==> src/core/spsc_pkg.sv <==
// Shared constants and types of the system PLL status and calibration block
package spsc_pkg;
    // Register addresses
    localparam logic [15:0] SPSC_ADDR_UPDATE = 16'h000f;
    localparam logic [15:0] SPSC_ADDR_HOLDOFF_0 = 16'h0207;
    localparam logic [15:0] SPSC_ADDR_HOLDOFF_1 = 16'h0208;
    localparam logic [15:0] SPSC_ADDR_HOLDOFF_2 = 16'h0209;
    localparam logic [15:0] SPSC_ADDR_COMP = 16'h020a;
    localparam logic [15:0] SPSC_ADDR_CTRL = 16'h2000;
    localparam logic [15:0] SPSC_ADDR_STATUS = 16'h3001;
    localparam logic [15:0] SPSC_ADDR_IRQ_STAT = 16'h3100;
    localparam logic [15:0] SPSC_ADDR_IRQ_MASK = 16'h3101;
    // Field positions
    localparam int SPSC_UPDATE_BIT = 0;
    localparam int SPSC_CTRL_PD_BIT = 0;
    localparam int SPSC_CTRL_CAL_BIT = 2;
    localparam int SPSC_STAT_LOCK_BIT = 0;
    localparam int SPSC_STAT_STABLE_BIT = 1;
    localparam int SPSC_STAT_BUSY_BIT = 2;
    localparam int SPSC_COMP_EN_BIT = 0;
    localparam int SPSC_COMP_SRC_BIT = 1;
    localparam int SPSC_IRQ_LOCK_UP = 0;
    localparam int SPSC_IRQ_LOCK_DN = 1;
    localparam int SPSC_IRQ_STABLE_UP = 2;
    localparam int SPSC_IRQ_STABLE_DN = 3;
    localparam int SPSC_IRQ_CAL_DONE = 4;
    localparam int SPSC_IRQ_W = 5;
    localparam int SPSC_HOLDOFF_W = 20;
    // Writable bits and reset values
    localparam logic [7:0] SPSC_CTRL_MASK = 8'h05;
    localparam logic [7:0] SPSC_COMP_MASK = 8'h03;
    localparam logic [19:0] SPSC_HOLDOFF_RST = 20'h00000;
    localparam logic [7:0] SPSC_CTRL_RST = 8'h00;
    localparam logic [7:0] SPSC_COMP_RST = 8'h00;
    localparam logic [4:0] SPSC_IRQ_MASK_RST = 5'h00;
    // Timing
    localparam int SPSC_CLK_PERIOD_NS = 10;
    localparam int SPSC_MS_TIME_NS = 1000000;
    localparam int SPSC_MS_CYCLES = SPSC_MS_TIME_NS / SPSC_CLK_PERIOD_NS;
    localparam int SPSC_CAL_TIME_NS = 20000;
    localparam int SPSC_CAL_CYCLES = SPSC_CAL_TIME_NS / SPSC_CLK_PERIOD_NS;
    localparam int SPSC_LOCK_WIN_NS = 50;
    localparam int SPSC_LOCK_WIN_CYCLES = SPSC_LOCK_WIN_NS / SPSC_CLK_PERIOD_NS;
    localparam int SPSC_LOCK_GOOD_COUNT = 4;

    typedef enum logic [1:0] {
        SPSC_CAL_IDLE = 2'b01,
        SPSC_CAL_RUN = 2'b10
    } spsc_cal_state_type;
endpackage

==> src/core/spsc_lock_detect.sv <==
// Edge-offset lock detector comparing reference and feedback edges
`timescale 1ns/100ps
module spsc_lock_detect
    import spsc_pkg::*;
(
    input wire logic clk,
    input wire logic rst,
    input wire logic enable,
    input wire logic ref_edge,
    input wire logic fb_edge,
    output logic locked
);
    localparam logic [3:0] WIN = 4'(SPSC_LOCK_WIN_CYCLES);
    localparam logic [2:0] GOOD_LAST = 3'(SPSC_LOCK_GOOD_COUNT - 1);

    logic open_reg, open_next;
    logic owner_ref_reg, owner_ref_next;
    logic [3:0] age_reg, age_next;
    logic [2:0] good_reg, good_next;
    logic locked_reg, locked_next;
    logic pair_good, pair_bad;

    always_comb begin
        open_next = open_reg;
        owner_ref_next = owner_ref_reg;
        age_next = open_reg ? age_reg + 4'h1 : age_reg;
        pair_good = 1'b0;
        pair_bad = 1'b0;
        if (!open_reg) begin
            if (ref_edge && fb_edge) begin
                pair_good = 1'b1;
            end else if (ref_edge || fb_edge) begin
                open_next = 1'b1;
                owner_ref_next = ref_edge;
                age_next = 4'h0;
            end
        end else if (owner_ref_reg ? fb_edge : ref_edge) begin
            pair_good = 1'b1;
            open_next = 1'b0;
        end else if (owner_ref_reg ? ref_edge : fb_edge) begin
            // Two edges of one kind with none of the other: offset too large
            pair_bad = 1'b1;
            age_next = 4'h0;
        end else if (age_reg == WIN) begin
            pair_bad = 1'b1;
            open_next = 1'b0;
        end
        if (pair_bad) begin
            good_next = 3'h0;
        end else if (pair_good && good_reg != GOOD_LAST) begin
            good_next = good_reg + 3'h1;
        end else begin
            good_next = good_reg;
        end
        locked_next = !pair_bad && (locked_reg || (pair_good && good_reg == GOOD_LAST));
        if (!enable) begin
            open_next = 1'b0;
            age_next = 4'h0;
            good_next = 3'h0;
            locked_next = 1'b0;
        end
    end

    always_ff @(posedge clk) begin
        if (rst) begin
            open_reg <= 1'b0;
            owner_ref_reg <= 1'b0;
            age_reg <= 4'h0;
            good_reg <= 3'h0;
            locked_reg <= 1'b0;
        end else begin
            open_reg <= open_next;
            owner_ref_reg <= owner_ref_next;
            age_reg <= age_next;
            good_reg <= good_next;
            locked_reg <= locked_next;
        end
    end

    assign locked = locked_reg;
endmodule

==> src/core/spsc_stab_timer.sv <==
// Millisecond hold-off timer that qualifies lock into a stable indication
`timescale 1ns/100ps
module spsc_stab_timer
    import spsc_pkg::*;
#(
    parameter int MS_CYC = SPSC_MS_CYCLES
)
(
    input wire logic clk,
    input wire logic rst,
    input wire logic locked,
    input wire logic [19:0] holdoff,
    output logic stable
);
    localparam logic [31:0] PRE_LAST = 32'(MS_CYC - 1);

    logic [31:0] pre_reg, pre_next;
    logic [19:0] ms_reg, ms_next;
    logic stable_reg, stable_next;

    always_comb begin
        pre_next = pre_reg;
        ms_next = ms_reg;
        if (!locked) begin
            // Any loss of lock restarts the hold-off from zero
            pre_next = 32'h0;
            ms_next = 20'h0;
        end else if (pre_reg == PRE_LAST) begin
            pre_next = 32'h0;
            if (ms_reg != 20'hfffff) begin
                ms_next = ms_reg + 20'h1;
            end
        end else begin
            pre_next = pre_reg + 32'h1;
        end
        // Zero hold-off forces unstable; all-ones is left to software to avoid
        stable_next = locked && holdoff != 20'h0 && ms_reg >= holdoff;
    end

    always_ff @(posedge clk) begin
        if (rst) begin
            pre_reg <= 32'h0;
            ms_reg <= 20'h0;
            stable_reg <= 1'b0;
        end else begin
            pre_reg <= pre_next;
            ms_reg <= ms_next;
            stable_reg <= stable_next;
        end
    end

    assign stable = stable_reg;
endmodule

==> src/core/spsc_core.sv <==
// System PLL lock, stability and VCO calibration control with register port
// What this block does
// Lock is judged from the offset between reference and feedback edges.
// Lock flag reads at bit 0 of status register 0x3001.
// From power-up until configured and locked, clock reports unstable.
// Stable only after lock persists for the 20-bit millisecond hold-off.
// Hold-off of zero forces unstable regardless of lock.
// Software must never program the hold-off to all ones.
// Stable flag reads at bit 1 of status register 0x3001.
// Clock status also goes straight to internal timekeeping blocks.
// Power-up runs a VCO calibration without any software request.
// Software requests calibration via control bit 2 after VCO changes.
// Calibration bit never self-clears; write one, update, zero, update.
// Busy flag at status bit 2 is high while calibrating.
// Leaving any power-down needs no system PLL recalibration.
// After clock power-down, software recalibrates the output analog PLLs.
// Compensation from a stable source loop applies to the other loop.
// Stable drops on lock loss; hold-off restarts on next lock.
//
// Implementation choice: the plain strobed port.
`timescale 1ns/100ps
module spsc_core
    import spsc_pkg::*;
#(
    parameter int MS_CYC = SPSC_MS_CYCLES
)
(
    input wire logic clk,
    input wire logic rst,
    input wire logic [15:0] reg_addr,
    input wire logic [7:0] reg_wdata,
    input wire logic reg_wr,
    input wire logic reg_rd,
    output logic [7:0] reg_rdata,
    input wire logic ref_edge,
    input wire logic fb_edge,
    input wire logic comp_source_valid,
    output logic vco_cal_run,
    output logic sys_pll_power_down,
    output logic sys_clock_stable,
    output logic [1:0] comp_apply_loop,
    output logic irq
);
    localparam logic [11:0] CAL_LAST = 12'(SPSC_CAL_CYCLES - 1);

    // Staged and committed copies of the hold-off, control and compensation registers
    logic [19:0] holdoff_sh_reg, holdoff_sh_next;
    logic [7:0] ctrl_sh_reg, ctrl_sh_next;
    logic [7:0] comp_sh_reg, comp_sh_next;
    logic [19:0] holdoff_reg, holdoff_next;
    logic [7:0] ctrl_reg, ctrl_next;
    logic [7:0] comp_reg, comp_next;
    logic [4:0] irq_mask_reg, irq_mask_next;
    logic [7:0] rdata_reg, rdata_next;
    logic [4:0] irq_stat_reg, irq_stat_next;
    logic lock_d_reg, stable_d_reg;
    logic [1:0] comp_apply_reg, comp_apply_next;
    spsc_cal_state_type cal_state_reg, cal_state_next;
    logic [11:0] cal_cnt_reg, cal_cnt_next;

    logic commit;
    logic cal_trig;
    logic cal_done;
    logic cal_busy;
    logic lock;
    logic stable;
    logic lock_enable;
    logic [4:0] irq_event;
    logic [4:0] irq_clear;
    logic [7:0] status_word;

    assign commit = reg_wr && reg_addr == SPSC_ADDR_UPDATE && reg_wdata[SPSC_UPDATE_BIT];
    // A new request is a committed 0-to-1 of the calibration bit
    assign cal_trig = commit && ctrl_sh_reg[SPSC_CTRL_CAL_BIT]
        && !ctrl_reg[SPSC_CTRL_CAL_BIT];
    assign cal_busy = cal_state_reg == SPSC_CAL_RUN;
    // Lock is not trusted while the VCO is retuned or the PLL is off
    assign lock_enable = !cal_busy && !ctrl_reg[SPSC_CTRL_PD_BIT];
    assign status_word = {5'h00, cal_busy, stable, lock};

    spsc_lock_detect u_lock (
        .clk(clk),
        .rst(rst),
        .enable(lock_enable),
        .ref_edge(ref_edge),
        .fb_edge(fb_edge),
        .locked(lock)
    );

    spsc_stab_timer #(
        .MS_CYC(MS_CYC)
    ) u_timer (
        .clk(clk),
        .rst(rst),
        .locked(lock),
        .holdoff(holdoff_reg),
        .stable(stable)
    );

    // Register file
    always_comb begin
        holdoff_sh_next = holdoff_sh_reg;
        ctrl_sh_next = ctrl_sh_reg;
        comp_sh_next = comp_sh_reg;
        irq_mask_next = irq_mask_reg;
        rdata_next = 8'h00;
        if (reg_wr) begin
            unique case (reg_addr)
                SPSC_ADDR_HOLDOFF_0: holdoff_sh_next[7:0] = reg_wdata;
                SPSC_ADDR_HOLDOFF_1: holdoff_sh_next[15:8] = reg_wdata;
                SPSC_ADDR_HOLDOFF_2: holdoff_sh_next[19:16] = reg_wdata[3:0];
                SPSC_ADDR_CTRL: ctrl_sh_next = reg_wdata & SPSC_CTRL_MASK;
                SPSC_ADDR_COMP: comp_sh_next = reg_wdata & SPSC_COMP_MASK;
                SPSC_ADDR_IRQ_MASK: irq_mask_next = reg_wdata[4:0];
                default: irq_mask_next = irq_mask_reg;
            endcase
        end
        // Hold-off, control and compensation writes take effect only when committed by the update strobe
        holdoff_next = commit ? holdoff_sh_reg : holdoff_reg;
        ctrl_next = commit ? ctrl_sh_reg : ctrl_reg;
        comp_next = commit ? comp_sh_reg : comp_reg;
        if (reg_rd) begin
            unique case (reg_addr)
                SPSC_ADDR_HOLDOFF_0: rdata_next = holdoff_reg[7:0];
                SPSC_ADDR_HOLDOFF_1: rdata_next = holdoff_reg[15:8];
                SPSC_ADDR_HOLDOFF_2: rdata_next = {4'h0, holdoff_reg[19:16]};
                SPSC_ADDR_CTRL: rdata_next = ctrl_reg;
                SPSC_ADDR_COMP: rdata_next = comp_reg;
                SPSC_ADDR_STATUS: rdata_next = status_word;
                SPSC_ADDR_IRQ_STAT: rdata_next = {3'h0, irq_stat_reg};
                SPSC_ADDR_IRQ_MASK: rdata_next = {3'h0, irq_mask_reg};
                default: rdata_next = 8'h00;
            endcase
        end
    end

    always_ff @(posedge clk) begin
        if (rst) begin
            holdoff_sh_reg <= SPSC_HOLDOFF_RST;
            ctrl_sh_reg <= SPSC_CTRL_RST;
            comp_sh_reg <= SPSC_COMP_RST;
            holdoff_reg <= SPSC_HOLDOFF_RST;
            ctrl_reg <= SPSC_CTRL_RST;
            comp_reg <= SPSC_COMP_RST;
            irq_mask_reg <= SPSC_IRQ_MASK_RST;
            rdata_reg <= 8'h00;
        end else begin
            holdoff_sh_reg <= holdoff_sh_next;
            ctrl_sh_reg <= ctrl_sh_next;
            comp_sh_reg <= comp_sh_next;
            holdoff_reg <= holdoff_next;
            ctrl_reg <= ctrl_next;
            comp_reg <= comp_next;
            irq_mask_reg <= irq_mask_next;
            rdata_reg <= rdata_next;
        end
    end

    // Calibration sequencer; reset enters the run state so power-up calibrates
    always_comb begin
        cal_state_next = cal_state_reg;
        cal_cnt_next = cal_cnt_reg;
        cal_done = 1'b0;
        unique case (cal_state_reg)
            SPSC_CAL_IDLE: begin
                if (cal_trig) begin
                    cal_state_next = SPSC_CAL_RUN;
                    cal_cnt_next = 12'h000;
                end
            end
            SPSC_CAL_RUN: begin
                if (cal_trig) begin
                    // New parameters mid-run: start over rather than finish stale
                    cal_cnt_next = 12'h000;
                end else if (cal_cnt_reg == CAL_LAST) begin
                    cal_state_next = SPSC_CAL_IDLE;
                    cal_done = 1'b1;
                end else begin
                    cal_cnt_next = cal_cnt_reg + 12'h001;
                end
            end
            default: begin
                cal_state_next = SPSC_CAL_RUN;
                cal_cnt_next = 12'h000;
            end
        endcase
    end

    always_ff @(posedge clk) begin
        if (rst) begin
            cal_state_reg <= SPSC_CAL_RUN;
            cal_cnt_reg <= 12'h000;
        end else begin
            cal_state_reg <= cal_state_next;
            cal_cnt_reg <= cal_cnt_next;
        end
    end

    // Events, interrupt status and compensation steering
    always_comb begin
        irq_event = 5'h00;
        irq_event[SPSC_IRQ_LOCK_UP] = lock && !lock_d_reg;
        irq_event[SPSC_IRQ_LOCK_DN] = !lock && lock_d_reg;
        irq_event[SPSC_IRQ_STABLE_UP] = stable && !stable_d_reg;
        irq_event[SPSC_IRQ_STABLE_DN] = !stable && stable_d_reg;
        irq_event[SPSC_IRQ_CAL_DONE] = cal_done;
        irq_clear = (reg_wr && reg_addr == SPSC_ADDR_IRQ_STAT) ? reg_wdata[4:0] : 5'h00;
        // Set wins over a clear in the same cycle
        irq_stat_next = (irq_stat_reg & ~irq_clear) | irq_event;
        comp_apply_next = 2'b00;
        if (comp_reg[SPSC_COMP_EN_BIT] && comp_source_valid && stable) begin
            // The loop holding the stable source corrects the other one
            comp_apply_next = comp_reg[SPSC_COMP_SRC_BIT] ? 2'b01 : 2'b10;
        end
    end

    always_ff @(posedge clk) begin
        if (rst) begin
            irq_stat_reg <= 5'h00;
            lock_d_reg <= 1'b0;
            stable_d_reg <= 1'b0;
            comp_apply_reg <= 2'b00;
        end else begin
            irq_stat_reg <= irq_stat_next;
            lock_d_reg <= lock;
            stable_d_reg <= stable;
            comp_apply_reg <= comp_apply_next;
        end
    end

    assign reg_rdata = rdata_reg;
    assign vco_cal_run = cal_busy;
    // Power-down restore has no path into the sequencer
    assign sys_pll_power_down = ctrl_reg[SPSC_CTRL_PD_BIT];
    assign sys_clock_stable = stable;
    assign comp_apply_loop = comp_apply_reg;
    assign irq = |(irq_stat_reg & irq_mask_reg);
endmodule

==> config.mk <==
export PLATFORM = sky130hd
export DESIGN_NAME = spsc_core
export DESIGN_NICKNAME = d
export VERILOG_FILES = /design/src/core/spsc_pkg.sv /design/src/core/spsc_lock_detect.sv /design/src/core/spsc_stab_timer.sv /design/src/core/spsc_core.sv
export SDC_FILE = /design/constraint.sdc
export NUM_CORES = 1
export LEC_CHECK = 0
export ABC_AREA = 1
export ABC_CLOCK_PERIOD_IN_PS = 5800
export BUFFER_PORTS_ARGS = -buffer_cell sky130_fd_sc_hd__buf_4
export CELL_PAD_IN_SITES_DETAIL_PLACEMENT = 1
export CELL_PAD_IN_SITES_GLOBAL_PLACEMENT = 1
export CORE_MARGIN = 8
export CORE_UTILIZATION = 36
export DETAILED_ROUTE_END_ITERATION = 8
export GPL_ROUTABILITY_DRIVEN = 0
export HOLD_SLACK_MARGIN = 0.1
export PLACE_DENSITY_LB_ADDON = 0.1
export SETUP_SLACK_MARGIN = 0.1
export SLEW_MARGIN = 20
export SYNTH_ARGS = -nofsm -noshare
export SYNTH_HDL_FRONTEND = slang
export SYNTH_SLANG_ARGS = --single-unit
==> constraint.sdc <==
create_clock -name clk -period 5.8 [get_ports clk]
set_clock_uncertainty 0.15 [all_clocks]
set_input_delay 1.16 -clock clk [delete_from_list [all_inputs] [get_ports clk]]
set_output_delay 1.16 -clock clk [all_outputs]
set_load 0.02 [all_outputs]
Word level (Yosys, flattened, before mapping)
Index checks and enable logic that the tools add are counted.
- shift operators: 0
- bitwise gates (word level): 10
- reduce and logical (&&, ||, !) cells: 46
- multipliers: 0
- divide/modulo/power cells: 0
- add/subtract/negate cells: 5
- equality and inequality tests: 21
- multiplexer cells: 35
- $lt $le $gt $ge: 1
- operator list (cell ; count):
    == test 16 x 10 -> 1 bit, second input constant ; 4
    == test 16 x 14 -> 1 bit, second input constant ; 4
    one-hot mux 8 bit (8 select lines) ; 1
    two-way mux 12 bit ; 3
    adder 32 x 1 -> 32 bit, second input constant ; 1
    == test 32 x 17 -> 1 bit, second input constant ; 1
    two-way mux 4 bit ; 6
    one-hot mux 12 bit (2 select lines) ; 1
    adder 20 x 1 -> 20 bit, second input constant ; 1
    >= comparator 20 bit ; 1
    inequality test 20 bit, second input constant ; 1
    nonzero test 20 bit ; 1
    logical AND 1 bit ; 18
    two-way mux 1 bit ; 18
    == test 16 x 4 -> 1 bit, second input constant ; 1
    AND reduction 2 bit ; 8
    adder 12 x 1 -> 12 bit, second input constant ; 1
    == test 12 x 11 -> 1 bit, second input constant ; 1
    bitwise AND 5 bit ; 2
    logical NOT 1 bit ; 8
    two-way mux 2 bit ; 4
    OR reduction 2 bit ; 4
    inverter 1 bit ; 6
    AND reduction 3 bit ; 2
    other kinds (17) ; 20
- bits in latches: 0
- input bits: 31
- bits in registers: 147
- output and inout port bits: 14
- memories kept: 0
- memory bits (read-only): 0
- RAM bits: 0
- logic and storage cells: 142

Logic depth before layout (Yosys ltp)
Gate-level depths: netlist of the first run.
- depth in word-level cells: 8
- depth in mapped cells: 12
- mapped depth without buffers: 11

By module
From an unflattened synthesis of the first run, not the netlist that was laid out.
- cell total of the unflattened synthesis: 1284
- area total of the unflattened synthesis: 8290.5 um2
- modules (own cells, without submodules) (module ; cells each ; area an instance (um2) ; sequential area each (um2) ; times used):
    spsc_core ; 562 ; 3890.0 ; 1681.6 ; 1
    spsc_stab_timer ; 633 ; 3793.6 ; 1061.0 ; 1
    spsc_lock_detect ; 89 ; 606.8 ; 200.2 ; 1

Least setup slack after synthesis of the first run
No wires, ideal clock.
- kind: input port to flip-flop
- from: input reg_addr[15]
- to: register holdoff_sh_reg[6]
- path buffers: 1
- setup time: 0.119 ns
- data arrival time: 2.176 ns
- data required time: 5.531 ns
- slack: 3.354 ns
- stages: 9
- cell sequence: nor2_2 nand2_1 nor2_4 nand2_1 inv_2 nand2_1 buf_2 o21ai_1 a21oi_1
- cells in the longest elaborated chain, start to end: 2
- RTL lines (what ; line ; source):
    start: declaration ; spsc_core.sv:30 ; input wire logic [15:0] reg_addr,
    == test 16 x 10 -> 1 bit ; spsc_core.sv:108 ; unique case (reg_addr)
    AND reduction 2 bit (no line) ; - ;
    end signal: assignment ; spsc_core.sv:148 ; holdoff_sh_reg <= holdoff_sh_next;
    end: declaration ; spsc_core.sv:47 ; logic [19:0] holdoff_sh_reg, holdoff_sh_next;
Every way passes these cells.
A chain may end at the register's enable or synchronous reset.

Final worst setup path of the first run
- from: input reg_addr[11]
- to: register cal_cnt_reg[4]
- cells in the longest elaborated chain, start to end: 7
- elaborated cells between the ends (all ways): 10
- those cells by class: 3 x eq/ne; 2 x mux; 5 x reduce/logical
- RTL lines (what ; line ; source):
    == test 16 x 4 -> 1 bit * ; spsc_core.sv:72 ; assign commit = reg_wr && reg_addr == SPSC_ADDR_UPDATE && reg_wdata[SPSC_UPDATE_BIT];
    logical AND 1 bit * (2 in a row) ; spsc_core.sv:72 ;
    logical AND 1 bit * ; spsc_core.sv:74 ; assign cal_trig = commit && ctrl_sh_reg[SPSC_CTRL_CAL_BIT]
    logical AND 1 bit * ; spsc_core.sv:75 ; && !ctrl_reg[SPSC_CTRL_CAL_BIT];
    two-way mux 12 bit (tied with other cells) ; spsc_core.sv:172 ; if (cal_trig) begin
    one-hot mux 12 bit (2 select lines) or AND reduction 2 bit (tied branches) ; - ;
    end signal: assignment ; spsc_core.sv:195 ; cal_cnt_reg <= cal_cnt_next;
    end: declaration ; spsc_core.sv:59 ; logic [11:0] cal_cnt_reg, cal_cnt_next;
Every way passes the cells marked *; elsewhere a longest branch is shown, timed or not.

==> flow_summary_export.csv, run 1 <==
group,metric,value,unit
critical_path,crit_path_max_incr_delay,520,ps
routing,route.detailed.wl_per_inst,15.8,µm
critical_path,timing.critical_path.to_type,"flop",
clock_tree,clk_transition_reported_paths,70,ps
clock_tree,clock_tree_from_tritoncts,"done",
cells_and_area,layout.area.seq,2940,µm²
cells_and_area,n_antenna_cell,0,
global_route,use_met2,30.6,%
floorplan,io_pins,45,
critical_path,critical_path_buf_inv_count,1,
timing,achievable-frequency,345,MHz
global_route,maximum_number_of_pins_on_one_net_before_global_route_repair,45,
pwr,sw_frac_of_total,26.6,%
pwr,power_frac_comb,3.0,%
synthesis,synth_top_cells_by_area,"dfxtp_1, nand2_1, inv_1, nor2_1, a21oi_1",
worst_hold_path,hold_path.class,"flop to flop",
timing,finalCriticalPeriod,2900,ps
pwr,power_density,245,nW/µm²
pwr,power.leakage,3.39,nW
pwr,vdd_ir_drop_max,0.170,mV
critical_path,cp_common_cell,"nor2_1",
clock_tree,worstSkewPairLatency,440,ps
critical_path,cp_data_required_time,5980,ps
global_route,grt_pass1_vias,7599,
critical_path,cp_max_fo,18,
critical_path,critical_path.reg2reg.startpoint,"u_timer.ms_reg[0]$_SDFFE_PP0P_",
routing,vias,7446,
timing,finalHoldWorstSlack,292,ps
cells_and_area,num-nets-final,1253,
timing,finalSetupViolations,0,
critical_path,crit_path_start,"reg_addr[11]",
global_route,gr-max-usage-layer,"met2",
clock_tree,cts_root_buf,"clkbuf_16",
clock_tree,cts_buffers,17,
routing,drt-vias-per-instance,5.01,
pwr,cellInternalPower,1.62,mW
synthesis,most_common_flop_cell_mapped_by_yosys,"dfxtp_1",
critical_path,crit_path_top_delay_cell,"o21ai_2",
critical_path,timing.critical_path.cells,"buf_4 -> nor2_1 -> nand3_1 -> nor2_1 -> nand4_1 -> o21ai_2 -> nand2_1 -> nand2_1 -> nor2_1",
critical_path,number_of_cells_traversed_by_the_worst_register_to_register_path,10,
floorplan,die_w,164,µm
critical_path,crit_type,"input port to flop",
floorplan,fp-row-count,54,
cells_and_area,layout.filler_cells,2810,
synthesis,postSynthRegisterBits,147,
clock_tree,cts_num_sinks,147,
critical_path,critical_path_arrival,3080,ps
clock_tree,clockBufferDepth,2,
cells_and_area,stdcell_count,1486,
cells_and_area,fin_util,41.7,%
status,outcome,"complete, no violations",
cells_and_area,most_common_library_cell_in_the_layout_ignoring_fill_and_taps,"nand2_1",
critical_path,worstSetupStartpointType,"input port",
synthesis,yosysWarningCount,0,
synthesis,synth_top_area_share,37.5,%
cells_and_area,syn_to_final_growth,14.9,%
global_route,grt_remaining_overflow,0,
clock_tree,htreeDepth,4,
routing,dr.first_iter.drc_count,245,
routing,drt_first_pass_iters,4,
clock_tree,post_cts_hold_buffer_count,0,
floorplan,core-area,21600,µm²
cells_and_area,multiInputGateArea,4200,µm²
floorplan,floorplan.die_area,26800,µm²
routing,ant_nets,0,
routing,routed_wirelength,23500,µm
timing,max_slew_margin,37.0,%
critical_path,crit_family,"simple AND/OR/NAND/NOR gates",
global_route,antenna_found_initial,0,
critical_path,crit_path_end,"cal_cnt_reg[4]$_SDFFE_PP0P_",
cells_and_area,mostFrequentLayoutCells,"nand2_1, dfxtp_1, inv_1",
pwr,seqPwrFrac,45.9,%
timing,worst_slew_pin_slew,944,ps
placed_design,port_buf_inserts,44,
clock_tree,ctsResizeCount,0,
clock_tree,post-cts-setup-buffer-count,0,
global_route,groute.usage.overall,18.2,%
synthesis,netlist.top_cell.by_area,"dfxtp_1",
routing,final_routed_drc_violation_total,0,
synthesis,synth-edff-count,0,
critical_path,crit_cells,9,
placed_design,placed_cells,1454,
critical_path,rr_endpoint,"u_timer.ms_reg[13]$_SDFFE_PP0P_",
synthesis,netlist-cell-type-count,42,
floorplan,dieHeight,164,µm
synthesis,avgSynthCellArea,6.78,µm²
timing,timing.setup.tns,0,ps
synthesis,area_of_the_mapped_netlist,7840,µm²
critical_path,reg2reg_slack,3050,ps
global_route,grt_pass1_wl,39000,µm
global_route,global_route.usage.met1,23.8,%
synthesis,synth_nets,1216,
timing,rsz0062_at_grt,"false",
synthesis,asyncSetResetFlopFracSynth,0,%
floorplan,start_util,36.3,%
pwr,post-layout-total-power,2.21,mW
timing,layout_worst_path_cycle_share,50.0,%
pwr,total_switching_power,0.588,mW
timing,hold_violation_total_from_the_final_report,0,
flow_run,drv_cap,0,
global_route,use_met3,2.90,%
cells_and_area,largest_reg_flops,32,
synthesis,register_area_share_after_synthesis,37.5,%
pwr,clock_power_share,51.1,%
cells_and_area,drive_gt1_share,9.87,%
synthesis,synthesis.instances,1156,
placed_design,dp_hpwl,18000,µm
timing,report.final.slew_viol_count,0,
-- per-stage QoR --
step / cell area (µm²) / setup WS (ps)
floorplan: 7840 / 3350
global placement: 8400 / 2460
detailed placement: 8400 / 2390
CTS: 9010 / 2850
global route: 9010 / 2590
finish: 9010 / 2900
-- metal layers --
metal / wire length, µm / share of wire, % / up-vias
met2: 11100 / 47 / 71
met1: 11600 / 49 / 3501
met4: 290 / 1.2 / 0
met3: 524 / 2.2 / 20
li1: - / - / 3854
met5: 0 / 0 / -
-- power groups by stage --
stage          combinational, mW  clock [mW]  sequential [mW]
2_1_floorplan             0.0340           0             1.04
3_3_place_gp              0.0665           0             1.04
3_5_place_dp              0.0671           0             1.04
4_1_cts                   0.0676        1.15             1.01
5_1_grt                   0.0748        1.19             1.01
6_report                  0.0662        1.13             1.01
-- cells by family (layout without fill, tap and decap cells) --
group	count (synthesis)	after routing	synth area share (%)
AOI/OAI and AO/OA	189	189	13.1
DFF	147	147	37.5
xor gates and xnor gates	29	29	3.24
buffers and inverters	178	228	8.97
adders and majority gates	29	29	4.63
and+or+nand+nor	584	584	32.6
-- synth_stat cells, types with 9 or more instances --
cell type,number
xnor2_1,13
dfxtp_1,147
inv_1,137
nand3_1,79
clkbuf_1,19
inv_2,12
nor3_1,27
nand2_1,269
a21oi_2,10
xor2_1,16
ha_1,29
nor2_1,134
o21ai_0,55
a21oi_1,100
nand3b_1,9
nand4_1,38
-- area by class of cell --
cell class                 count  share of cell area [%]
clock buffer                  17                    4.72
clock inverter                15                    2.01
inverter                     149                    6.21
multi-input combinational    831                    46.6
sequential                   147                    32.7
tap                          280                    3.89
timing repair buffer          47                    3.92
-- how the worst min path moves through the flow --
| stage | startpoint | end | cells past startpoint |
|---|---|---|---|
| floorplan | stable_d_reg$_SDFF_PP0_ | irq_stat_reg[2]$_SDFF_PP0_ | 1 |
| global placement | stable_d_reg$_SDFF_PP0_ | irq_stat_reg[2]$_SDFF_PP0_ | 1 |
| detailed placement | stable_d_reg$_SDFF_PP0_ | irq_stat_reg[2]$_SDFF_PP0_ | 1 |
| CTS | stable_d_reg$_SDFF_PP0_ | irq_stat_reg[2]$_SDFF_PP0_ | 1 |
| global route | comp_sh_reg[1]$_SDFFE_PP0P_ | comp_sh_reg[1]$_SDFFE_PP0P_ | 2 |
| finish | comp_sh_reg[1]$_SDFFE_PP0P_ | comp_sh_reg[1]$_SDFFE_PP0P_ | 2 |
-- tightest hold or removal path, stage by stage, from the launching register on --
cell	delay (ps)
dfxtp_1	310
inv_1	40
a21oi_1	50
Power figures use the tool's default switching activity.
==> inputs of run 2 (changes only) <==
ABC_CLOCK_PERIOD_IN_PS = 2920   (was 5800)
clock period = 2.92 ns   (was 5.8 ns; I/O delays follow)
==> flow_summary_export.csv, run 2 (same netlist as run 1, synthesis figures left out) <==
group,metric,value,unit
clock_tree,post_cts_hold_buffer_count,0,
timing,hold_violation_total_from_the_final_report,0,
global_route,grt_pass1_wl,40000,µm
critical_path,crit_path_start,"u_timer.pre_reg[0]$_SDFF_PP0_",
floorplan,dieHeight,164,µm
global_route,grt_remaining_overflow,0,
critical_path,rr_endpoint,"u_timer.pre_reg[9]$_SDFF_PP0_",
cells_and_area,num-nets-final,1263,
placed_design,placedInstanceArea,8480,µm²
status,outcome,"complete, no violations",
cells_and_area,largest_reg_flops,32,
floorplan,fp-row-count,54,
timing,timing.setup.tns,0,ps
clock_tree,worstSkewPairLatency,430,ps
cells_and_area,final_area,9080,µm²
critical_path,number_of_cells_traversed_by_the_worst_register_to_register_path,10,
timing,worst_slew_pin_slew,734,ps
floorplan,die_w,164,µm
timing,achievable-frequency,442,MHz
routing,final_routed_drc_violation_total,0,
clock_tree,cts_buffers,17,
timing,finalCriticalPeriod,2260,ps
global_route,grt_pass1_vias,7734,
clock_tree,cts_root_buf,"clkbuf_16",
routing,routed_wirelength,23900,µm
clock_tree,cts_num_sinks,147,
cells_and_area,mostFrequentLayoutCells,"nand2_1, dfxtp_1, inv_1",
clock_tree,clk_transition_reported_paths,70,ps
floorplan,core-area,21600,µm²
clock_tree,clock_tree_from_tritoncts,"done",
floorplan,start_util,36.3,%
clock_tree,post-cts-setup-buffer-count,0,
placed_design,placed_cells,1464,
clock_tree,ctsResizeCount,0,
cells_and_area,n_antenna_cell,0,
placed_design,dp_hpwl,18300,µm
routing,drt-vias-per-instance,5.01,
placed_design,port_buf_inserts,44,
timing,report.final.slew_viol_count,0,
critical_path,cp_max_fo,28,
critical_path,critical_path.reg2reg.startpoint,"u_timer.pre_reg[0]$_SDFF_PP0_",
routing,drt_first_pass_iters,4,
critical_path,timing.critical_path.to_type,"flop",
timing,finalSetupViolations,0,
critical_path,critical_path_arrival,2410,ps
pwr,power_density,488,nW/µm²
cells_and_area,most_common_library_cell_in_the_layout_ignoring_fill_and_taps,"nand2_1",
critical_path,crit_type,"flop to flop",
flow_run,drv_cap,0,
timing,max_slew_margin,51.1,%
timing,layout_worst_path_cycle_share,77.6,%
global_route,groute.usage.overall,18.6,%
pwr,power.leakage,3.44,nW
clock_tree,htreeDepth,4,
routing,dr.first_iter.drc_count,301,
floorplan,io_pins,45,
routing,vias,7489,
clock_tree,clockBufferDepth,2,
timing,rsz0062_at_grt,"false",
critical_path,crit_path_end,"u_timer.pre_reg[9]$_SDFF_PP0_",
critical_path,cp_data_required_time,3060,ps
pwr,vdd_ir_drop_max,0.312,mV
floorplan,floorplan.die_area,26800,µm²
worst_hold_path,hold_path_depth,2,
pwr,post-layout-total-power,4.43,mW
cells_and_area,syn_to_final_growth,15.8,%
critical_path,reg2reg_slack,660,ps
global_route,maximum_number_of_pins_on_one_net_before_global_route_repair,44,
cells_and_area,drive_gt1_share,10.6,%
critical_path,worstSetupStartpointType,"flop",
cells_and_area,stdcell_count,1496,
cells_and_area,fin_util,42.0,%
routing,route.detailed.wl_per_inst,16.0,µm
worst_hold_path,hold_path.class,"input port to flop",
global_route,antenna_found_initial,0,
routing,ant_nets,0,
## run 2: through the flow
step                      setup WS [ps]  hold WS (ps)
final                               655           220
after global routing                445           221
after detailed placement            409           285
after floorplan                    1040           263
after CTS                           588           207
after global placement              480           280
## run 2: critical path: stages, from the launching register on
cell     delay [ps]
dfxtp_1         380
ha_1            230
nand2_1         120
nor2_4          150
inv_2            70
nor2_1          130
nand2_1         100
nor2_2          190
nor2_2          100
inv_2           410
nor2_1          100
## run 2: per-layer routing
metal  vias up  wire, µm  global-route usage (%)
met5         -         0                       0
met4         0       391                    5.50
met3        21       428                    2.95
met2        60     11300                    31.2
met1      3544     11800                    24.3
li1       3864         -                       -
## run 2: layout make-up
class | count | area [µm²]
fillers | 2810 | 12500
multi-input cells | 831 | 4200
flip-flops and latches | 147 | 2940
inverters | 149 | 559
repair buffers | 57 | 428
clock buffers | 17 | 425
well taps | 280 | 350
clock inverters | 15 | 183
## run 2: power breakdown
group	internal, mW	switching [mW]	leakage, nW
Sequential	2.01	0.00522	1.18
Combinational	0.0520	0.0859	1.96
Clock	1.24	1.05	0.294
## run 2: how the worst min path moves through the flow
stage          slack, ps                     endpoint                         from
5_1_grt              220  cal_cnt_reg[5]$_SDFFE_PP0P_                          rst
3_3_place_gp         280   irq_stat_reg[2]$_SDFF_PP0_      stable_d_reg$_SDFF_PP0_
4_1_cts              210  cal_cnt_reg[5]$_SDFFE_PP0P_                          rst
2_1_floorplan        260   irq_stat_reg[2]$_SDFF_PP0_      stable_d_reg$_SDFF_PP0_
3_5_place_dp         290  comp_sh_reg[0]$_SDFFE_PP0P_  comp_sh_reg[0]$_SDFFE_PP0P_
6_report             220  cal_cnt_reg[5]$_SDFFE_PP0P_                          rst
==> inputs of run 3 (changes only) <==
ABC_CLOCK_PERIOD_IN_PS = 2290   (was 2920)
clock period = 2.29 ns   (was 2.92 ns; I/O delays follow)
==> flow_summary_export.csv, run 3 (same netlist as run 1, synthesis figures left out) <==
group,metric,value,unit
cells_and_area,final_area,9330,µm²
clock_tree,cts_buffers,17,
timing,finalWorstSetupSlack,168,ps
clock_tree,cts_root_buf,"clkbuf_16",
pwr,power_density,597,nW/µm²
timing,hold_violation_total_from_the_final_report,0,
floorplan,fp-row-count,54,
placed_design,placed_cells,1489,
cells_and_area,mostFrequentLayoutCells,"nand2_1, dfxtp_1, inv_1",
critical_path,crit_path_start,"cal_state_reg[1]$_SDFFE_PP1P_",
floorplan,floorplan.die_area,26800,µm²
critical_path,critical_path.reg2reg.startpoint,"u_timer.pre_reg[1]$_SDFF_PP0_",
timing,achievable-frequency,471,MHz
timing,report.final.slew_viol_count,0,
floorplan,io_pins,45,
clock_tree,clock_tree_from_tritoncts,"done",
routing,routed_wirelength,24000,µm
timing,max_slew_margin,51.6,%
clock_tree,htreeDepth,4,
critical_path,worstSetupStartpointType,"flop",
cells_and_area,most_common_library_cell_in_the_layout_ignoring_fill_and_taps,"nand2_1",
critical_path,timing.critical_path.cells,"inv_1 -> nor2_1 -> buf_4",
clock_tree,cts_num_sinks,147,
timing,worst_slew_pin_slew,726,ps
clock_tree,clk_transition_reported_paths,70,ps
timing,timing.setup.tns,0,ps
floorplan,start_util,36.3,%
pwr,post-layout-total-power,5.57,mW
floorplan,core-area,21600,µm²
critical_path,cp_max_fo,8,
placed_design,port_buf_inserts,44,
routing,route.detailed.wl_per_inst,15.8,µm
pwr,power.leakage,3.58,nW
timing,finalHoldWorstSlack,125,ps
critical_path,crit_path_top_delay_cell,"nor2_1",
cells_and_area,fin_util,43.1,%
global_route,maximum_number_of_pins_on_one_net_before_global_route_repair,45,
routing,vias,7608,
cells_and_area,num-nets-final,1290,
critical_path,crit_type,"flop to primary output",
status,outcome,"complete, no violations",
routing,final_routed_drc_violation_total,0,
timing,rsz0062_at_grt,"false",
floorplan,dieHeight,164,µm
global_route,antenna_found_initial,0,
critical_path,crit_family,"simple AND/OR/NAND/NOR gates",
critical_path,timing.critical_path.to_type,"primary output",
global_route,grt_pass1_vias,7869,
cells_and_area,n_antenna_cell,0,
cells_and_area,largest_reg_flops,32,
placed_design,placedInstanceArea,8680,µm²
flow_run,drv_cap,0,
critical_path,critical_path_arrival,1510,ps
critical_path,crit_path_max_incr_delay,470,ps
routing,ant_nets,0,
pwr,vdd_ir_drop_max,0.446,mV
timing,finalSetupViolations,0,
placed_design,place_worst_setup_slack,81.2,ps
critical_path,cp_data_required_time,1680,ps
placed_design,dp_hpwl,18700,µm
global_route,grt_pass1_wl,40100,µm
cells_and_area,drive_gt1_share,12.8,%
cells_and_area,syn_to_final_growth,19.0,%
global_route,grt_remaining_overflow,0,
routing,dr.first_iter.drc_count,301,
routing,drt-vias-per-instance,5.00,
clock_tree,clockBufferDepth,2,
cells_and_area,stdcell_count,1523,
global_route,groute.usage.overall,18.7,%
routing,drt_first_pass_iters,5,
timing,finalCriticalPeriod,2120,ps
floorplan,die_w,164,µm
timing,layout_worst_path_cycle_share,92.7,%
worst_hold_path,hold_path.class,"input port to flop",
clock_tree,worstSkewPairLatency,440,ps
worst_hold_path,min_from,"comp_source_valid",
critical_path,critical_path_buf_inv_count,2,
-- run 3: cell count changes in the layout (fill, tap and decap cells not counted), sizes merged --
cell	before	now
buf	57	83
clkinv	2	8
inv	159	155
clkinvlp	2	1
bufinv	1	0
dlygate4sd3	0	1
-- run 3: worst paths after layout --
| check | endpoint | slack, ps | cells after the start |
|---|---|---|---|
| min | comp_apply_loop[0]$_SDFF_PP0_ | 130 | 3 |
| max | vco_cal_run | 170 | 3 |
| max reg2reg | u_timer.ms_reg[9]$_SDFFE_PP0P_ | 330 | 12 |
| min reg2reg | irq_stat_reg[2]$_SDFF_PP0_ | 290 | 1 |
-- run 3: power by group --
part           total [mW]  switching, mW  leakage [nW]  internal (mW)
logic               0.185          0.110          2.11         0.0744
registers            2.57        0.00548          1.18           2.56
clock network        2.82           1.34         0.292           1.48
-- run 3: area by class of cell --
cell class                 instances  area (µm²)
inverter                         149         559
timing repair buffer              84         653
tap                              280         350
clock buffer                      17         425
fill                            2789       12300
clock inverter                    15         185
sequential                       147        2940
multi-input combinational        831        4210
-- run 3: timing repair --
item | 4_1_cts | 5_1_grt
endpoints found under the hold margin | 1 | 0
resized for setup | 0 | 8
setup buffers | 0 | 1
hold buffers | 1 | 0
endpoints found under the setup margin | 0 | 55
-- run 3: metal layers --
| metal | global-route usage [%] | routed length, µm | vias up |
|---|---|---|---|
| li1 | - | - | 3919 |
| met1 | 24.6 | 11800 | 3588 |
| met2 | 31.2 | 11300 | 73 |
| met3 | 2.92 | 544 | 28 |
| met4 | 5.21 | 372 | 0 |
| met5 | 0 | 0 | - |
-- run 3: worst reg2reg max path: stages, from the launching register on --
cell and delay, ps:
dfxtp_1 360, ha_2 200, nand2_1 100, nor2_4 150, inv_2 60, nor2_1 110, nand2_1 120, nor2_4 150
nand2_2 80, inv_2 80, buf_4 160, nand2_1 70, a21oi_2 100
